[config.mk]
export PLATFORM = sky130hd
export DESIGN_NAME = bcu_top
export DESIGN_NICKNAME = d
export VERILOG_FILES = /design/src/hdl/bcu_pkg.sv /design/src/hdl/bcu_dt_timer.sv /design/src/hdl/bcu_evt_irq.sv /design/src/hdl/bcu_top.sv
export VERILOG_INCLUDE_DIRS = /design/src /design/src/hdl
export SDC_FILE = /design/constraint.sdc
export NUM_CORES = 1
export LEC_CHECK = 0
export BUFFER_PORTS_ARGS = -buffer_cell sky130_fd_sc_hd__buf_2
export CORE_ASPECT_RATIO = 1.75
export CORE_MARGIN = 4
export CORE_UTILIZATION = 53
export DETAILED_ROUTE_END_ITERATION = 7
export PLACE_DENSITY_LB_ADDON = 0.3
export SETUP_SLACK_MARGIN = 0.15
export SLEW_MARGIN = 20
export SYNTH_ARGS = -nofsm -noshare
export SYNTH_HDL_FRONTEND = slang
export SYNTH_SLANG_ARGS = --single-unit
[constraint.sdc]
create_clock -name clk_i -period 3.07 [get_ports clk_i]
set_clock_uncertainty 0.15 [all_clocks]
set_input_delay 0.1535 -clock clk_i [delete_from_list [all_inputs] [get_ports clk_i]]
set_output_delay 0.1535 -clock clk_i [all_outputs]
set_load 0.05 [all_outputs]
[src/hdl/bcu_consts.svh]
// Purpose: Offsets, field positions, reset values and timing counts of the bridge control block
// Assumes: Included by bare name from the package and the design modules
// Notes: Definitions only
`ifndef BCU_CONSTS_SVH
`define BCU_CONSTS_SVH

// ======================================================================
// Bus shape
`define BCU_ADDR_W 12
`define BCU_DATA_W 32

// ======================================================================
// Register byte addresses
`define BCU_OFF_CTRL 12'h03C
`define BCU_OFF_IRQ_STAT 12'h044
`define BCU_OFF_IRQ_MASK 12'h048
`define BCU_OFF_TMR_STAT 12'h04C

// ======================================================================
// Control word field positions
`define BCU_BIT_SEC_RESET 22
`define BCU_BIT_FAST_B2B 23
`define BCU_BIT_PRI_SHORT 24
`define BCU_BIT_SEC_SHORT 25
`define BCU_BIT_TMO_STAT 26
`define BCU_BIT_DISC_SERR_EN 27
`define BCU_CTRL_RESET 32'h0000_0000

// ======================================================================
// Interrupt and timer status layout
`define BCU_NUM_SIDES 2
`define BCU_SIDE_PRI 0
`define BCU_SIDE_SEC 1
`define BCU_IRQ_MASK_RESET 2'h0
`define BCU_TMR_EXP_LSB 2

// ======================================================================
// Timeouts, as log2 of the count of PCI clocks (one clk_i cycle each)
`define BCU_TMO_LONG_EXP 15
`define BCU_TMO_SHORT_EXP 10
`define BCU_CNT_W 16

`endif

[src/hdl/bcu_pkg.sv]
// Purpose: Types shared by the bridge control block
// Assumes: Constants come from bcu_consts.svh
// Notes: Nothing here is imported; users write bcu_pkg::name
`include "bcu_consts.svh"

package bcu_pkg;

    // APB slave phase tracker
    typedef enum logic [1:0] {
        BCU_APB_IDLE = 2'b00,
        BCU_APB_WAIT = 2'b01,
        BCU_APB_DONE = 2'b10
    } bcu_apb_e;

    // Per-side event vector
    typedef logic [`BCU_NUM_SIDES-1:0] bcu_side_t;

endpackage

[src/hdl/bcu_dt_timer.sv]
// Purpose: Delayed transaction repeat timer for one bus side
// Assumes: head_i is a level from the queue, repeat_i a one-cycle pulse
// Notes: At most one expiry pulse per transaction at the head of the queue, none once repeated
`timescale 1ns/1ps
`default_nettype none
`include "bcu_consts.svh"

module bcu_dt_timer #(
    parameter int unsigned LONG_CYC = 32768,
    parameter int unsigned SHORT_CYC = 1024
) (
    input wire logic clk_i,
    input wire logic resetn_i,
    input wire logic ce_i,
    input wire logic short_sel_i,
    input wire logic head_i,
    input wire logic repeat_i,
    output logic running_o,
    output logic expire_o
);

    // ==================================================================
    // Counter state
    logic [`BCU_CNT_W-1:0] cnt_q; // Cycles since reaching the head
    logic done_q; // Repeated or expired; stop until head drops
    logic expire_q; // Expiry pulse
    wire logic [`BCU_CNT_W-1:0] last_w; // Terminal count for this side
    wire logic run_w; // Counting this cycle
    wire logic hit_w; // Terminal count reached

    assign last_w = short_sel_i ? `BCU_CNT_W'(SHORT_CYC - 1) : `BCU_CNT_W'(LONG_CYC - 1);
    assign run_w = head_i && !done_q && !repeat_i;
    assign hit_w = run_w && (cnt_q >= last_w);

    // Count from the first head cycle, stop on repeat, fire once
    always_ff @(posedge clk_i) begin
        if (!resetn_i) begin
            cnt_q <= '0;
            done_q <= 1'b0;
            expire_q <= 1'b0;
        end else if (ce_i) begin
            expire_q <= hit_w;
            if (!head_i) begin
                cnt_q <= '0;
                done_q <= 1'b0;
            end else if (repeat_i || hit_w) begin
                done_q <= 1'b1;
            end else if (run_w) begin
                cnt_q <= cnt_q + `BCU_CNT_W'(1);
            end
        end
    end

    assign running_o = run_w;
    assign expire_o = expire_q;

endmodule
`default_nettype wire

[src/hdl/bcu_evt_irq.sv]
// Purpose: Sticky event status with mask and one level interrupt
// Assumes: rd_clr_i pulses on the completing edge of a status read
// Notes: An event in the clearing cycle stays set
`timescale 1ns/1ps
`default_nettype none
`include "bcu_consts.svh"

module bcu_evt_irq (
    input wire logic clk_i,
    input wire logic resetn_i,
    input wire logic ce_i,
    input wire logic [`BCU_NUM_SIDES-1:0] evt_i,
    input wire logic rd_clr_i,
    input wire logic [`BCU_NUM_SIDES-1:0] mask_i,
    output logic [`BCU_NUM_SIDES-1:0] status_o,
    output logic irq_o
);

    // ==================================================================
    // Status bits
    logic [`BCU_NUM_SIDES-1:0] stat_q; // Sticky events
    logic [`BCU_NUM_SIDES-1:0] stat_d; // Next sticky events
    logic irq_q; // Registered interrupt level

    genvar g;
    generate
        for (g = 0; g < `BCU_NUM_SIDES; g++) begin : g_bit
            // Set wins over the read clear
            assign stat_d[g] = evt_i[g] | (stat_q[g] & ~rd_clr_i);
        end
    endgenerate

    // Hold status and interrupt level
    always_ff @(posedge clk_i) begin
        if (!resetn_i) begin
            stat_q <= '0;
            irq_q <= 1'b0;
        end else if (ce_i) begin
            stat_q <= stat_d;
            irq_q <= |(stat_d & mask_i);
        end
    end

    assign status_o = stat_q;
    assign irq_o = irq_q;

endmodule
`default_nettype wire

[src/hdl/bcu_top.sv]
// Purpose: Upper bridge control bits, delayed transaction timers, APB slave
// Assumes: clk_i is the PCI clock; all inputs synchronous to it
// Notes: Bits 21..16 of the control word are not held here and read zero
//
// How it works
// - bit 22 drives secondary reset output
// - bit 23 permits fast back-to-back cycles
// - bit 24 picks primary timeout length
// - bit 25 picks secondary timeout length
// - timer starts when transaction reaches head
// - unrepeated transaction dropped on expiry
// - bit 26 set on expiry, write-one clears
// - bit 27 enables system error on expiry
// - bits 31..28 read zero always
//
// Added by the designer: the register offsets and the APB slave port.
`timescale 1ns/1ps
`default_nettype none
`include "bcu_consts.svh"

module bcu_top #(
    parameter int unsigned LONG_CYC = (1 << `BCU_TMO_LONG_EXP),
    parameter int unsigned SHORT_CYC = (1 << `BCU_TMO_SHORT_EXP)
) (
    // Clock, reset, enable
    input wire logic clk_i,
    input wire logic resetn_i,
    input wire logic ce_i,
    // APB slave
    input wire logic psel_i,
    input wire logic penable_i,
    input wire logic pwrite_i,
    input wire logic [`BCU_ADDR_W-1:0] paddr_i,
    input wire logic [`BCU_DATA_W-1:0] pwdata_i,
    output logic pready_o,
    output logic [`BCU_DATA_W-1:0] prdata_o,
    output logic pslverr_o,
    // Delayed transaction queues, bit 0 primary, bit 1 secondary
    input wire logic [`BCU_NUM_SIDES-1:0] dt_head_i,
    input wire logic [`BCU_NUM_SIDES-1:0] dt_repeat_i,
    output logic [`BCU_NUM_SIDES-1:0] dt_discard_o,
    // Secondary bus side
    output logic sec_bus_reset_n_o,
    output logic fast_b2b_en_o,
    // Primary side error and interrupt
    output logic primary_system_error_out_n_o,
    output logic irq_o
);

    // ==================================================================
    // Control register fields
    logic sec_reset_q; // Force secondary reset
    logic fast_b2b_q; // Fast back-to-back permitted
    logic pri_short_q; // Primary short timeout
    logic sec_short_q; // Secondary short timeout
    logic tmo_stat_q; // Timeout seen
    logic disc_serr_q; // Error on discard enabled
    logic tmo_stat_d; // Next timeout seen

    // ==================================================================
    // Interrupt mask and output flops
    logic [`BCU_NUM_SIDES-1:0] irq_mask_q; // Interrupt mask
    logic [`BCU_NUM_SIDES-1:0] discard_q; // Discard pulses out
    logic sec_rst_n_q; // Secondary reset pin level
    logic fast_b2b_out_q; // Fast back-to-back pin level
    logic serr_n_q; // System error pin level

    // ==================================================================
    // APB slave state
    bcu_pkg::bcu_apb_e apb_q; // Phase of the current access
    bcu_pkg::bcu_apb_e apb_d; // Next phase
    logic pready_q; // Completion strobe
    logic pslverr_q; // Unmapped address answer
    logic [`BCU_DATA_W-1:0] prdata_q; // Captured read data

    // ==================================================================
    // Timer and event wires
    wire bcu_pkg::bcu_side_t short_sel_w; // Timeout selection per side
    wire bcu_pkg::bcu_side_t running_w; // Timer counting per side
    wire bcu_pkg::bcu_side_t expire_w; // Timer expiry pulses
    wire bcu_pkg::bcu_side_t irq_stat_w; // Sticky event status
    wire logic irq_w; // Interrupt from the status block
    wire logic any_exp_w; // Either side expired

    // ==================================================================
    // Address decode
    wire logic access_w; // Access phase present
    wire logic complete_w; // Transfer completes at this edge
    wire logic hit_ctrl_w; // Control word selected
    wire logic hit_stat_w; // Interrupt status selected
    wire logic hit_mask_w; // Interrupt mask selected
    wire logic hit_tmr_w; // Timer status selected
    wire logic hit_any_w; // Any register selected
    wire logic wr_ctrl_w; // Control word write
    wire logic wr_mask_w; // Mask write
    wire logic rd_stat_w; // Status read completes
    wire logic [`BCU_DATA_W-1:0] ctrl_rd_w; // Control word view
    wire logic [`BCU_DATA_W-1:0] stat_rd_w; // Interrupt status view
    wire logic [`BCU_DATA_W-1:0] mask_rd_w; // Mask view
    wire logic [`BCU_DATA_W-1:0] tmr_rd_w; // Timer status view
    wire logic [`BCU_DATA_W-1:0] rd_mux_w; // Selected read data

    assign access_w = psel_i && penable_i;
    assign complete_w = access_w && pready_q;
    assign hit_ctrl_w = (paddr_i == `BCU_OFF_CTRL);
    assign hit_stat_w = (paddr_i == `BCU_OFF_IRQ_STAT);
    assign hit_mask_w = (paddr_i == `BCU_OFF_IRQ_MASK);
    assign hit_tmr_w = (paddr_i == `BCU_OFF_TMR_STAT);
    assign hit_any_w = hit_ctrl_w || hit_stat_w || hit_mask_w || hit_tmr_w;
    assign wr_ctrl_w = complete_w && pwrite_i && hit_ctrl_w;
    assign wr_mask_w = complete_w && pwrite_i && hit_mask_w;
    assign rd_stat_w = complete_w && !pwrite_i && hit_stat_w;

    // ==================================================================
    // Read views; every bit not named reads zero
    assign ctrl_rd_w = {
        4'h0,
        disc_serr_q,
        tmo_stat_q,
        sec_short_q,
        pri_short_q,
        fast_b2b_q,
        sec_reset_q,
        22'h00_0000
    };
    assign stat_rd_w = {{(`BCU_DATA_W - `BCU_NUM_SIDES){1'b0}}, irq_stat_w};
    assign mask_rd_w = {{(`BCU_DATA_W - `BCU_NUM_SIDES){1'b0}}, irq_mask_q};
    assign tmr_rd_w = {
        {(`BCU_DATA_W - 2 * `BCU_NUM_SIDES){1'b0}},
        discard_q,
        running_w
    };
    assign rd_mux_w = hit_ctrl_w ? ctrl_rd_w :
                      hit_stat_w ? stat_rd_w :
                      hit_mask_w ? mask_rd_w :
                      hit_tmr_w ? tmr_rd_w : 32'h0000_0000;

    // ==================================================================
    // APB phase sequencing: one wait cycle, then pready
    always_comb begin
        apb_d = apb_q;
        unique case (apb_q)
            bcu_pkg::BCU_APB_IDLE: begin
                // First access cycle seen, answer next
                if (access_w) begin
                    apb_d = bcu_pkg::BCU_APB_WAIT;
                end
            end
            bcu_pkg::BCU_APB_WAIT: begin
                // pready is high now; transfer completes
                apb_d = bcu_pkg::BCU_APB_DONE;
            end
            bcu_pkg::BCU_APB_DONE: begin
                // Gap cycle before the next access
                apb_d = bcu_pkg::BCU_APB_IDLE;
            end
            default: begin
                // Illegal code recovers to idle
                apb_d = bcu_pkg::BCU_APB_IDLE;
            end
        endcase
    end

    // Phase register and registered answer
    always_ff @(posedge clk_i) begin
        if (!resetn_i) begin
            apb_q <= bcu_pkg::BCU_APB_IDLE;
            pready_q <= 1'b0;
            pslverr_q <= 1'b0;
            prdata_q <= 32'h0000_0000;
        end else if (ce_i) begin
            apb_q <= apb_d;
            pready_q <= (apb_d == bcu_pkg::BCU_APB_WAIT);
            pslverr_q <= (apb_d == bcu_pkg::BCU_APB_WAIT) && !hit_any_w;
            // Read data captured ahead of the completing edge
            if (apb_q == bcu_pkg::BCU_APB_IDLE && access_w && !pwrite_i) begin
                prdata_q <= rd_mux_w;
            end else if (apb_d != bcu_pkg::BCU_APB_WAIT) begin
                prdata_q <= 32'h0000_0000;
            end
        end
    end

    // ==================================================================
    // Control word: write-one clear of the timeout flag, set wins
    assign any_exp_w = |expire_w;
    assign tmo_stat_d = any_exp_w || (tmo_stat_q && !(wr_ctrl_w && pwdata_i[`BCU_BIT_TMO_STAT]));

    // Software-written control bits
    always_ff @(posedge clk_i) begin
        if (!resetn_i) begin
            sec_reset_q <= 1'(`BCU_CTRL_RESET >> `BCU_BIT_SEC_RESET);
            fast_b2b_q <= 1'b0;
            pri_short_q <= 1'b0;
            sec_short_q <= 1'b0;
            disc_serr_q <= 1'b0;
        end else if (ce_i && wr_ctrl_w) begin
            sec_reset_q <= pwdata_i[`BCU_BIT_SEC_RESET];
            fast_b2b_q <= pwdata_i[`BCU_BIT_FAST_B2B];
            pri_short_q <= pwdata_i[`BCU_BIT_PRI_SHORT];
            sec_short_q <= pwdata_i[`BCU_BIT_SEC_SHORT];
            disc_serr_q <= pwdata_i[`BCU_BIT_DISC_SERR_EN];
        end
    end

    // Timeout flag register
    always_ff @(posedge clk_i) begin
        if (!resetn_i) begin
            tmo_stat_q <= 1'b0;
        end else if (ce_i) begin
            tmo_stat_q <= tmo_stat_d;
        end
    end

    // Interrupt mask register
    always_ff @(posedge clk_i) begin
        if (!resetn_i) begin
            irq_mask_q <= `BCU_IRQ_MASK_RESET;
        end else if (ce_i && wr_mask_w) begin
            irq_mask_q <= pwdata_i[`BCU_NUM_SIDES-1:0];
        end
    end

    // ==================================================================
    // Per-side repeat timers
    assign short_sel_w[`BCU_SIDE_PRI] = pri_short_q;
    assign short_sel_w[`BCU_SIDE_SEC] = sec_short_q;

    genvar s;
    generate
        for (s = 0; s < `BCU_NUM_SIDES; s++) begin : g_side
            bcu_dt_timer #(
                .LONG_CYC(LONG_CYC),
                .SHORT_CYC(SHORT_CYC)
            ) u_timer (
                .clk_i(clk_i),
                .resetn_i(resetn_i),
                .ce_i(ce_i),
                .short_sel_i(short_sel_w[s]),
                .head_i(dt_head_i[s]),
                .repeat_i(dt_repeat_i[s]),
                .running_o(running_w[s]),
                .expire_o(expire_w[s])
            );
        end
    endgenerate

    // ==================================================================
    // Expiry events into sticky status and interrupt
    bcu_evt_irq u_irq (
        .clk_i(clk_i),
        .resetn_i(resetn_i),
        .ce_i(ce_i),
        .evt_i(expire_w),
        .rd_clr_i(rd_stat_w),
        .mask_i(irq_mask_q),
        .status_o(irq_stat_w),
        .irq_o(irq_w)
    );

    // ==================================================================
    // Output pins, each from its own flop
    always_ff @(posedge clk_i) begin
        if (!resetn_i) begin
            sec_rst_n_q <= 1'b1;
            fast_b2b_out_q <= 1'b0;
            serr_n_q <= 1'b1;
            discard_q <= '0;
        end else if (ce_i) begin
            // Reset held low while the control bit is set
            sec_rst_n_q <= !sec_reset_q;
            // Fast back-to-back only when enabled
            fast_b2b_out_q <= fast_b2b_q;
            // One-cycle error pulse for each cycle in which either side expires, when enabled
            serr_n_q <= !(disc_serr_q && any_exp_w);
            // Drop the unrepeated transaction from its queue
            discard_q <= expire_w;
        end
    end

    assign pready_o = pready_q;
    assign prdata_o = prdata_q;
    assign pslverr_o = pslverr_q;
    assign dt_discard_o = discard_q;
    assign sec_bus_reset_n_o = sec_rst_n_q;
    assign fast_b2b_en_o = fast_b2b_out_q;
    assign primary_system_error_out_n_o = serr_n_q;
    assign irq_o = irq_w;

endmodule
`default_nettype wire

### After elaboration in Yosys (flattened, before gate mapping)

Cells that the tools add are included.

* output and inout bits: 40
* word-level logic and storage cells: 111
* bits of input ports: 54
* register bits after elaboration: 88

* reductions and logical operators: 45
* equality and inequality tests: 13
* add/sub/neg operators: 2
* bitwise operators: 6
* $lt $le $gt $ge: 2
* multiplexer cells: 20

Operator list (count)
* $mux 16: 6
* $mux 32: 2
* $eq 12x7->1 const B: 3
* $add 16x1->16 const B: 2
* $ge 16x16->1: 2
* $mux 15: 2
* $mux 28: 1
* $logic_and 1x1->1: 21
* $eq 12x6->1 const B: 1
* $mux 4: 3
* $ne 2x1->1 const B: 5
* $logic_not 1->1: 9
* $logic_or 1x1->1: 6
* $reduce_and 2->1: 3
* $reduce_and 3->1: 2
* $eq 2x1->1 const B: 2
* $mux 1: 4
* $ne 2x2->1 const B: 2
* $pmux 2 s2: 1
* $reduce_or 2->1: 2
* $and 1x1->1: 2
* $and 2x2->2: 1
* $logic_not 2->1: 1
* $mux 2: 1
* other kinds (3): 4

### Logic depth before layout (Yosys ltp)

* depth after elaboration: 9
* mapped depth: 8
* depth with buffers taken out: 6

### Hierarchy

A second synthesis with hierarchy kept.

* cells, all modules: 402
* area total of the unflattened synthesis: 3479.6 um2

Modules (own cells, without submodules)
* bcu_top: area an instance 1327.5 um2, cells each 146, instances 1, sequential area each 540.5 um2
* bcu_dt_timer at g_side[0].u_timer: area an instance 1002.2 um2, cells each 120, instances 1, sequential area each 360.3 um2
* bcu_dt_timer at g_side[1].u_timer: area an instance 998.5 um2, cells each 120, instances 1, sequential area each 360.3 um2
* bcu_evt_irq: area an instance 151.4 um2, cells each 16, instances 1, sequential area each 60.1 um2

### Worst setup path before layout

OpenSTA, ideal clock, no wires.

* path type: reg-to-reg
* start point: reg sec_short_q
* end point: reg g_side[1].u_timer.cnt_q[10]
* cell stages (with the launch flop): 7
* required time: 2.850 ns
* buffers on the path: 0
* setup slack: 0.816 ns
* data arrival time: 2.033 ns
* setup time: 0.070 ns
* period minus slack after synthesis: 2.254 ns
* cells stage by stage: dfxtp_1 ha_1 nand4b_1 o21ai_2 or4_1 or4_1 a21oi_1

* longest elaborated chain between the ends: 6

Ends and longest elaborated chain
* start: declaration: line bcu_top.sv:55 `logic sec_short_q;`
* start signal: assignment: line bcu_top.sv:201 `` sec_short_q <= pwdata_i[`BCU_BIT_SEC_SHORT]; ``
* $mux 15: line bcu_dt_timer.sv:31 `` assign last_w = short_sel_i ? `BCU_CNT_W'(SHORT_CYC - 1) : `BCU_CNT_W'(LONG_CYC - 1); ``
* $ge 16x16->1: line bcu_dt_timer.sv:33 `assign hit_w = run_w && (cnt_q >= last_w);`
* $logic_and 1x1->1: line bcu_dt_timer.sv:33
* $logic_or 1x1->1: line bcu_dt_timer.sv:46 `end else if (repeat_i || hit_w) begin`
* $ne 2x2->1 (no line)
* $reduce_and 3->1 (no line)
* end signal: assignment: line bcu_dt_timer.sv:49 `` cnt_q <= cnt_q + `BCU_CNT_W'(1); ``
* end: declaration: line bcu_dt_timer.sv:24 `` logic [`BCU_CNT_W-1:0] cnt_q; ``

Every way passes these cells.
A chain may end at the register's enable or synchronous reset.

### Final worst setup path

* start point: reg pri_short_q
* end point: reg g_side[0].u_timer.cnt_q[3]

* longest elaborated chain between the ends: 6

Ends and longest elaborated chain
* start: declaration: line bcu_top.sv:54 `logic pri_short_q;`
* start signal: assignment: line bcu_top.sv:200 `` pri_short_q <= pwdata_i[`BCU_BIT_PRI_SHORT]; ``
* $mux 15: line bcu_dt_timer.sv:31
* $ge 16x16->1: line bcu_dt_timer.sv:33
* $logic_and 1x1->1: line bcu_dt_timer.sv:33
* $logic_or 1x1->1: line bcu_dt_timer.sv:46
* $ne 2x2->1 (no line)
* $reduce_and 3->1 (no line)
* end signal: assignment: line bcu_dt_timer.sv:49
* end: declaration: line bcu_dt_timer.sv:24

Every way passes these cells.

==> run summary <==
The count of port buffers added during placement is 47, and the period utilization is 83.6%. The I/O pin count was 94; the largest stage delay on the critical path was 0.54 ns. Once detailed placement completed, the half-perimeter wirelength came to 6780 µm. Initial antenna violation count: 0. The share of Yosys cell area claimed by the top area cell type was 36.2%. The run gives 41.3% as the relative slew slack. For the worst setup path, the data required time is 3.19 ns. TritonCTS built the clock tree. The first detailed-routing pass ran for 5 iterations. All-layer global routing usage: 23.4%. In the post-synthesis netlist, the biggest area contributors are sky130_fd_sc_hd__dfxtp_1, sky130_fd_sc_hd__buf_4, sky130_fd_sc_hd__ha_1.

The overall power of the completed layout was 0.00210 W; the area of all placed cells without fillers was 4220 µm². The cell accounting for the most synthesized area is sky130_fd_sc_hd__dfxtp_1. The clock-pin slew on the worst setup and hold paths works out to 0.06 ns. The placer congestion estimate is 0.925, and the routed length per placed instance is 17.0 µm.

Summing the areas of all and, or, nand and nor instances in the mapped netlist gives 26.4% of the synthesized area. The tool flagged a number of max-cap violations equal to 0. In this run, post-CTS hold repair placed 7 buffers. The number of distinct library cell variants in the gate-level netlist after synthesis was 65; the mean post-synth cell area was 8.66 µm². In this run the clock root is driven by a sky130_fd_sc_hd__clkbuf_16. The worst path needs 2.57 ns of the cycle, external delays included. The height of the die was 118 µm. In the synthesized netlist the dominant register cell turns out to be sky130_fd_sc_hd__dfxtp_1. The logs give 0 for the final-report max-slew violation count and 0 for the antenna diode count. Once the clock tree was built, the resizer swapped 0 gates to a different size. The H-tree was split into 3 levels.

Traced cell by cell, the critical path runs through ha_1 > a21o_1 > a2111oi_4 > o21ai_2 > or4_1 > nand3_1. The tools report the area of the die as 8340 µm². The count of endpoints failing hold in the final timing report was 0. The commonest cells after synthesis are sky130_fd_sc_hd__dfxtp_1, sky130_fd_sc_hd__nand2_1, sky130_fd_sc_hd__a21oi_1. For this run, the post-layout net count is 536.

Among all cell types in the netlist, the one instantiated most often is sky130_fd_sc_hd__dfxtp_1. After Yosys synthesis, full adders, half adders and majority gates account for 4.11% of the synthesized area. The xor/xnor cell area share of the yosys netlist works out to 0.479%. For this run, the top clock speed supported by timing is 390 MHz. The number of enable-type register cells in the synthesized netlist was 0. Instance area at placement: 3850 µm². The first global-routing pass estimated 16000 µm of wire.

The compound-gate portion of the synthesized area was 23.3%. For the detailed-route DRC error count, the log shows 0. The count of cells in the finished layout, fillers not included, comes to 557.

Using the TritonRoute via totals, the vias-per-cell ratio works out to 6.07. Detailed routing inserted a total of 3382 vias. The run gives 2.68 ns as the data arrival at the endpoint of the critical path. In this run the worst path has a maximum fanout of 15. STA classifies the critical path endpoint as a flip-flop. The layout has 596 filler cells.

The total number of placement rows is 39, and the slew at the pin closest to its max-slew limit is 0.872 ns. The slowest stage of the critical path belongs to the cell sky130_fd_sc_hd__dfxtp_1. STA classifies the critical path startpoint as a flip-flop. Once placement completed, the tool counted placed cells totaling 534. Share of synthesized registers carrying an async set or reset: 0%. The insertion delay to the later sink of the worst-skew pair is 0.33 ns, and the die boundary width is 70.8 µm. The total wire length after detailed routing is 9480 µm, and the total of endpoints with negative setup slack in the final report is 0.

In the synthesized netlist, the number of instances is 422. In this run, the number of DRC markers left after iteration 0 of detailed routing was 212. By area, the combinational part of the netlist is dominated by simple AND/OR/NAND/NOR gates. The detail route stage leaves a number of antenna-violating nets equal to 0. Cells with a size suffix above 1 make up 17.3% of the layout. Once layout is complete, the utilization of the core stands at 63.6%. Number of storage elements in the synthesis netlist: 66. The power per unit of standard cell area is 498 nW/µm².

After global routing the overflow that remains totals 0. Setup total negative slack on the finished layout was measured at 0 ns. The run gives 9 as the total CTS buffers. The part of the Yosys area used for sequential elements is 36.2%. For the area of all sequential standard cells, the log shows 1320 µm².

The path class of the tightest hold or removal check is in -> reg. Setup repair after global routing left no endpoint under its margin. Buffers added to address setup during post-CTS repair amount to 0. Multiplexer cells account for 2.19% of the synthesized area. For the number of global-route vias before repair, the log shows 3390. For this design, the sink count on the clock tree is 66.

The worst setup path is of the reg -> reg kind. VDD sags by at most 333 µV. The run finished with clean final reports.

The pin count of the biggest net entering global routing is 31, and the netlist area before placement is 3650 µm². The longest clock path from root to sink contains 2 buffers. The standard cell core area is 6640 µm².

The initial utilization of the core area, before any placement, comes to 55.1%. The run gives 0 as the count of synthesis-stage warnings from yosys. The multi-input gate area in the final layout was 2150 µm²; the layout-stage area growth over the synthesis result was 15.4%.

Summed over all cells, the static leakage comes to 1.72 nW.
-- critical path, delay by kind of cell, from the launching register on --
kind                       cells  cell delay, ns
and+or+nand+nor                2            0.62
AOI/OAI and AO/OA              3            0.87
adders and majority gates      1            0.32
DFF                            1            0.54
-- stage by stage --
step	setup slack (ns)	hold WS [ns]
after detailed placement	0.545	0.277
after global placement	0.583	0.257
after CTS	0.501	0.0187
after global routing	0.339	0.0642
after floorplan	0.816	0.170
final	0.504	0.0321
-- where the power goes --
part | switching [W] | total [W] | internal (W)
Sequential | 0.00000626 | 0.000870 | 0.000863
Combinational | 0.000146 | 0.000199 | 0.0000530
Clock | 0.000399 | 0.00103 | 0.000634
Total | 0.000551 | 0.00210 | 0.00155
-- cell families (layout without fill, tap and decap cells) --
kind of cell,count (synthesis),count (layout)
AOI/OAI and AO/OA,116,116
and+or+nand+nor,170,170
DFF,66,66
xor gates and xnor gates,2,2
adders and majority gates,12,12
other,1,22
muxes,8,8
buffers and inverters,47,79
-- flip-flops by register name (all words and copies together), names as in the netlist --
register,count
fast_b2b_en_o,1
pri_short_q,1
prdata_o,10
g_side.u_timer.expire_o,2
fast_b2b_q,1
u_irq.status_o,2
apb_q,2
irq_mask_q,2
tmo_stat_q,1
primary_system_error_out_n_o,1
u_irq.irq_o,1
sec_reset_q,1
pready_o,1
g_side.u_timer.cnt_q,32
disc_serr_q,1
dt_discard_o,2
sec_bus_reset_n_o,1
sec_short_q,1
pslverr_o,1
g_side.u_timer.done_q,2
-- layout make-up --
type	instances	area share, %
Timing Repair Buffer	56	7.59
Clock buffer	9	5.34
Tap cell	82	2.43
Multi-Input combinational cell	330	50.9
Sequential cell	66	31.3
Clock inverter	7	1.81
Inverter	7	0.623
-- path summary, 6_finish.rpt --
| kind | from | to | slack, ns | cells after the start |
|---|---|---|---|---|
| worst max register to register | pri_short_q | g_side[0].u_timer.cnt_q[3] | 0.50 | 6 |
| worst min register to register | prdata_o[1] | prdata_o[1] | 0.32 | 2 |
| worst max-delay path | pri_short_q | g_side[0].u_timer.cnt_q[3] | 0.50 | 6 |
| worst min-delay path | pwdata_i[26] | tmo_stat_q | 0.03 | 4 |
-- cells in the final DEF (no fill, tap or decap), types with 9 or more instances in the layout --
master and count:
sky130_fd_sc_hd__a21boi_0 13, sky130_fd_sc_hd__a21oi_1 25, sky130_fd_sc_hd__buf_2 47, sky130_fd_sc_hd__clkbuf_16 9, sky130_fd_sc_hd__conb_1 22, sky130_fd_sc_hd__dfxtp_1 66, sky130_fd_sc_hd__ha_1 12, sky130_fd_sc_hd__nand2_1 39
sky130_fd_sc_hd__nand3_1 17, sky130_fd_sc_hd__nand4_1 15, sky130_fd_sc_hd__nor2_1 12, sky130_fd_sc_hd__nor2b_1 21, sky130_fd_sc_hd__nor3_1 12, sky130_fd_sc_hd__o21ai_0 12
-- per-layer routing --
metal	track usage, %	vias up	routed length, µm
met2	42.2	111	5180
met5	0	-	0
met4	8.82	0	178
met3	4.62	17	430
met1	26.4	1601	3690
li1	-	1653	-
No activity file was read; power rests on OpenSTA's default activity.
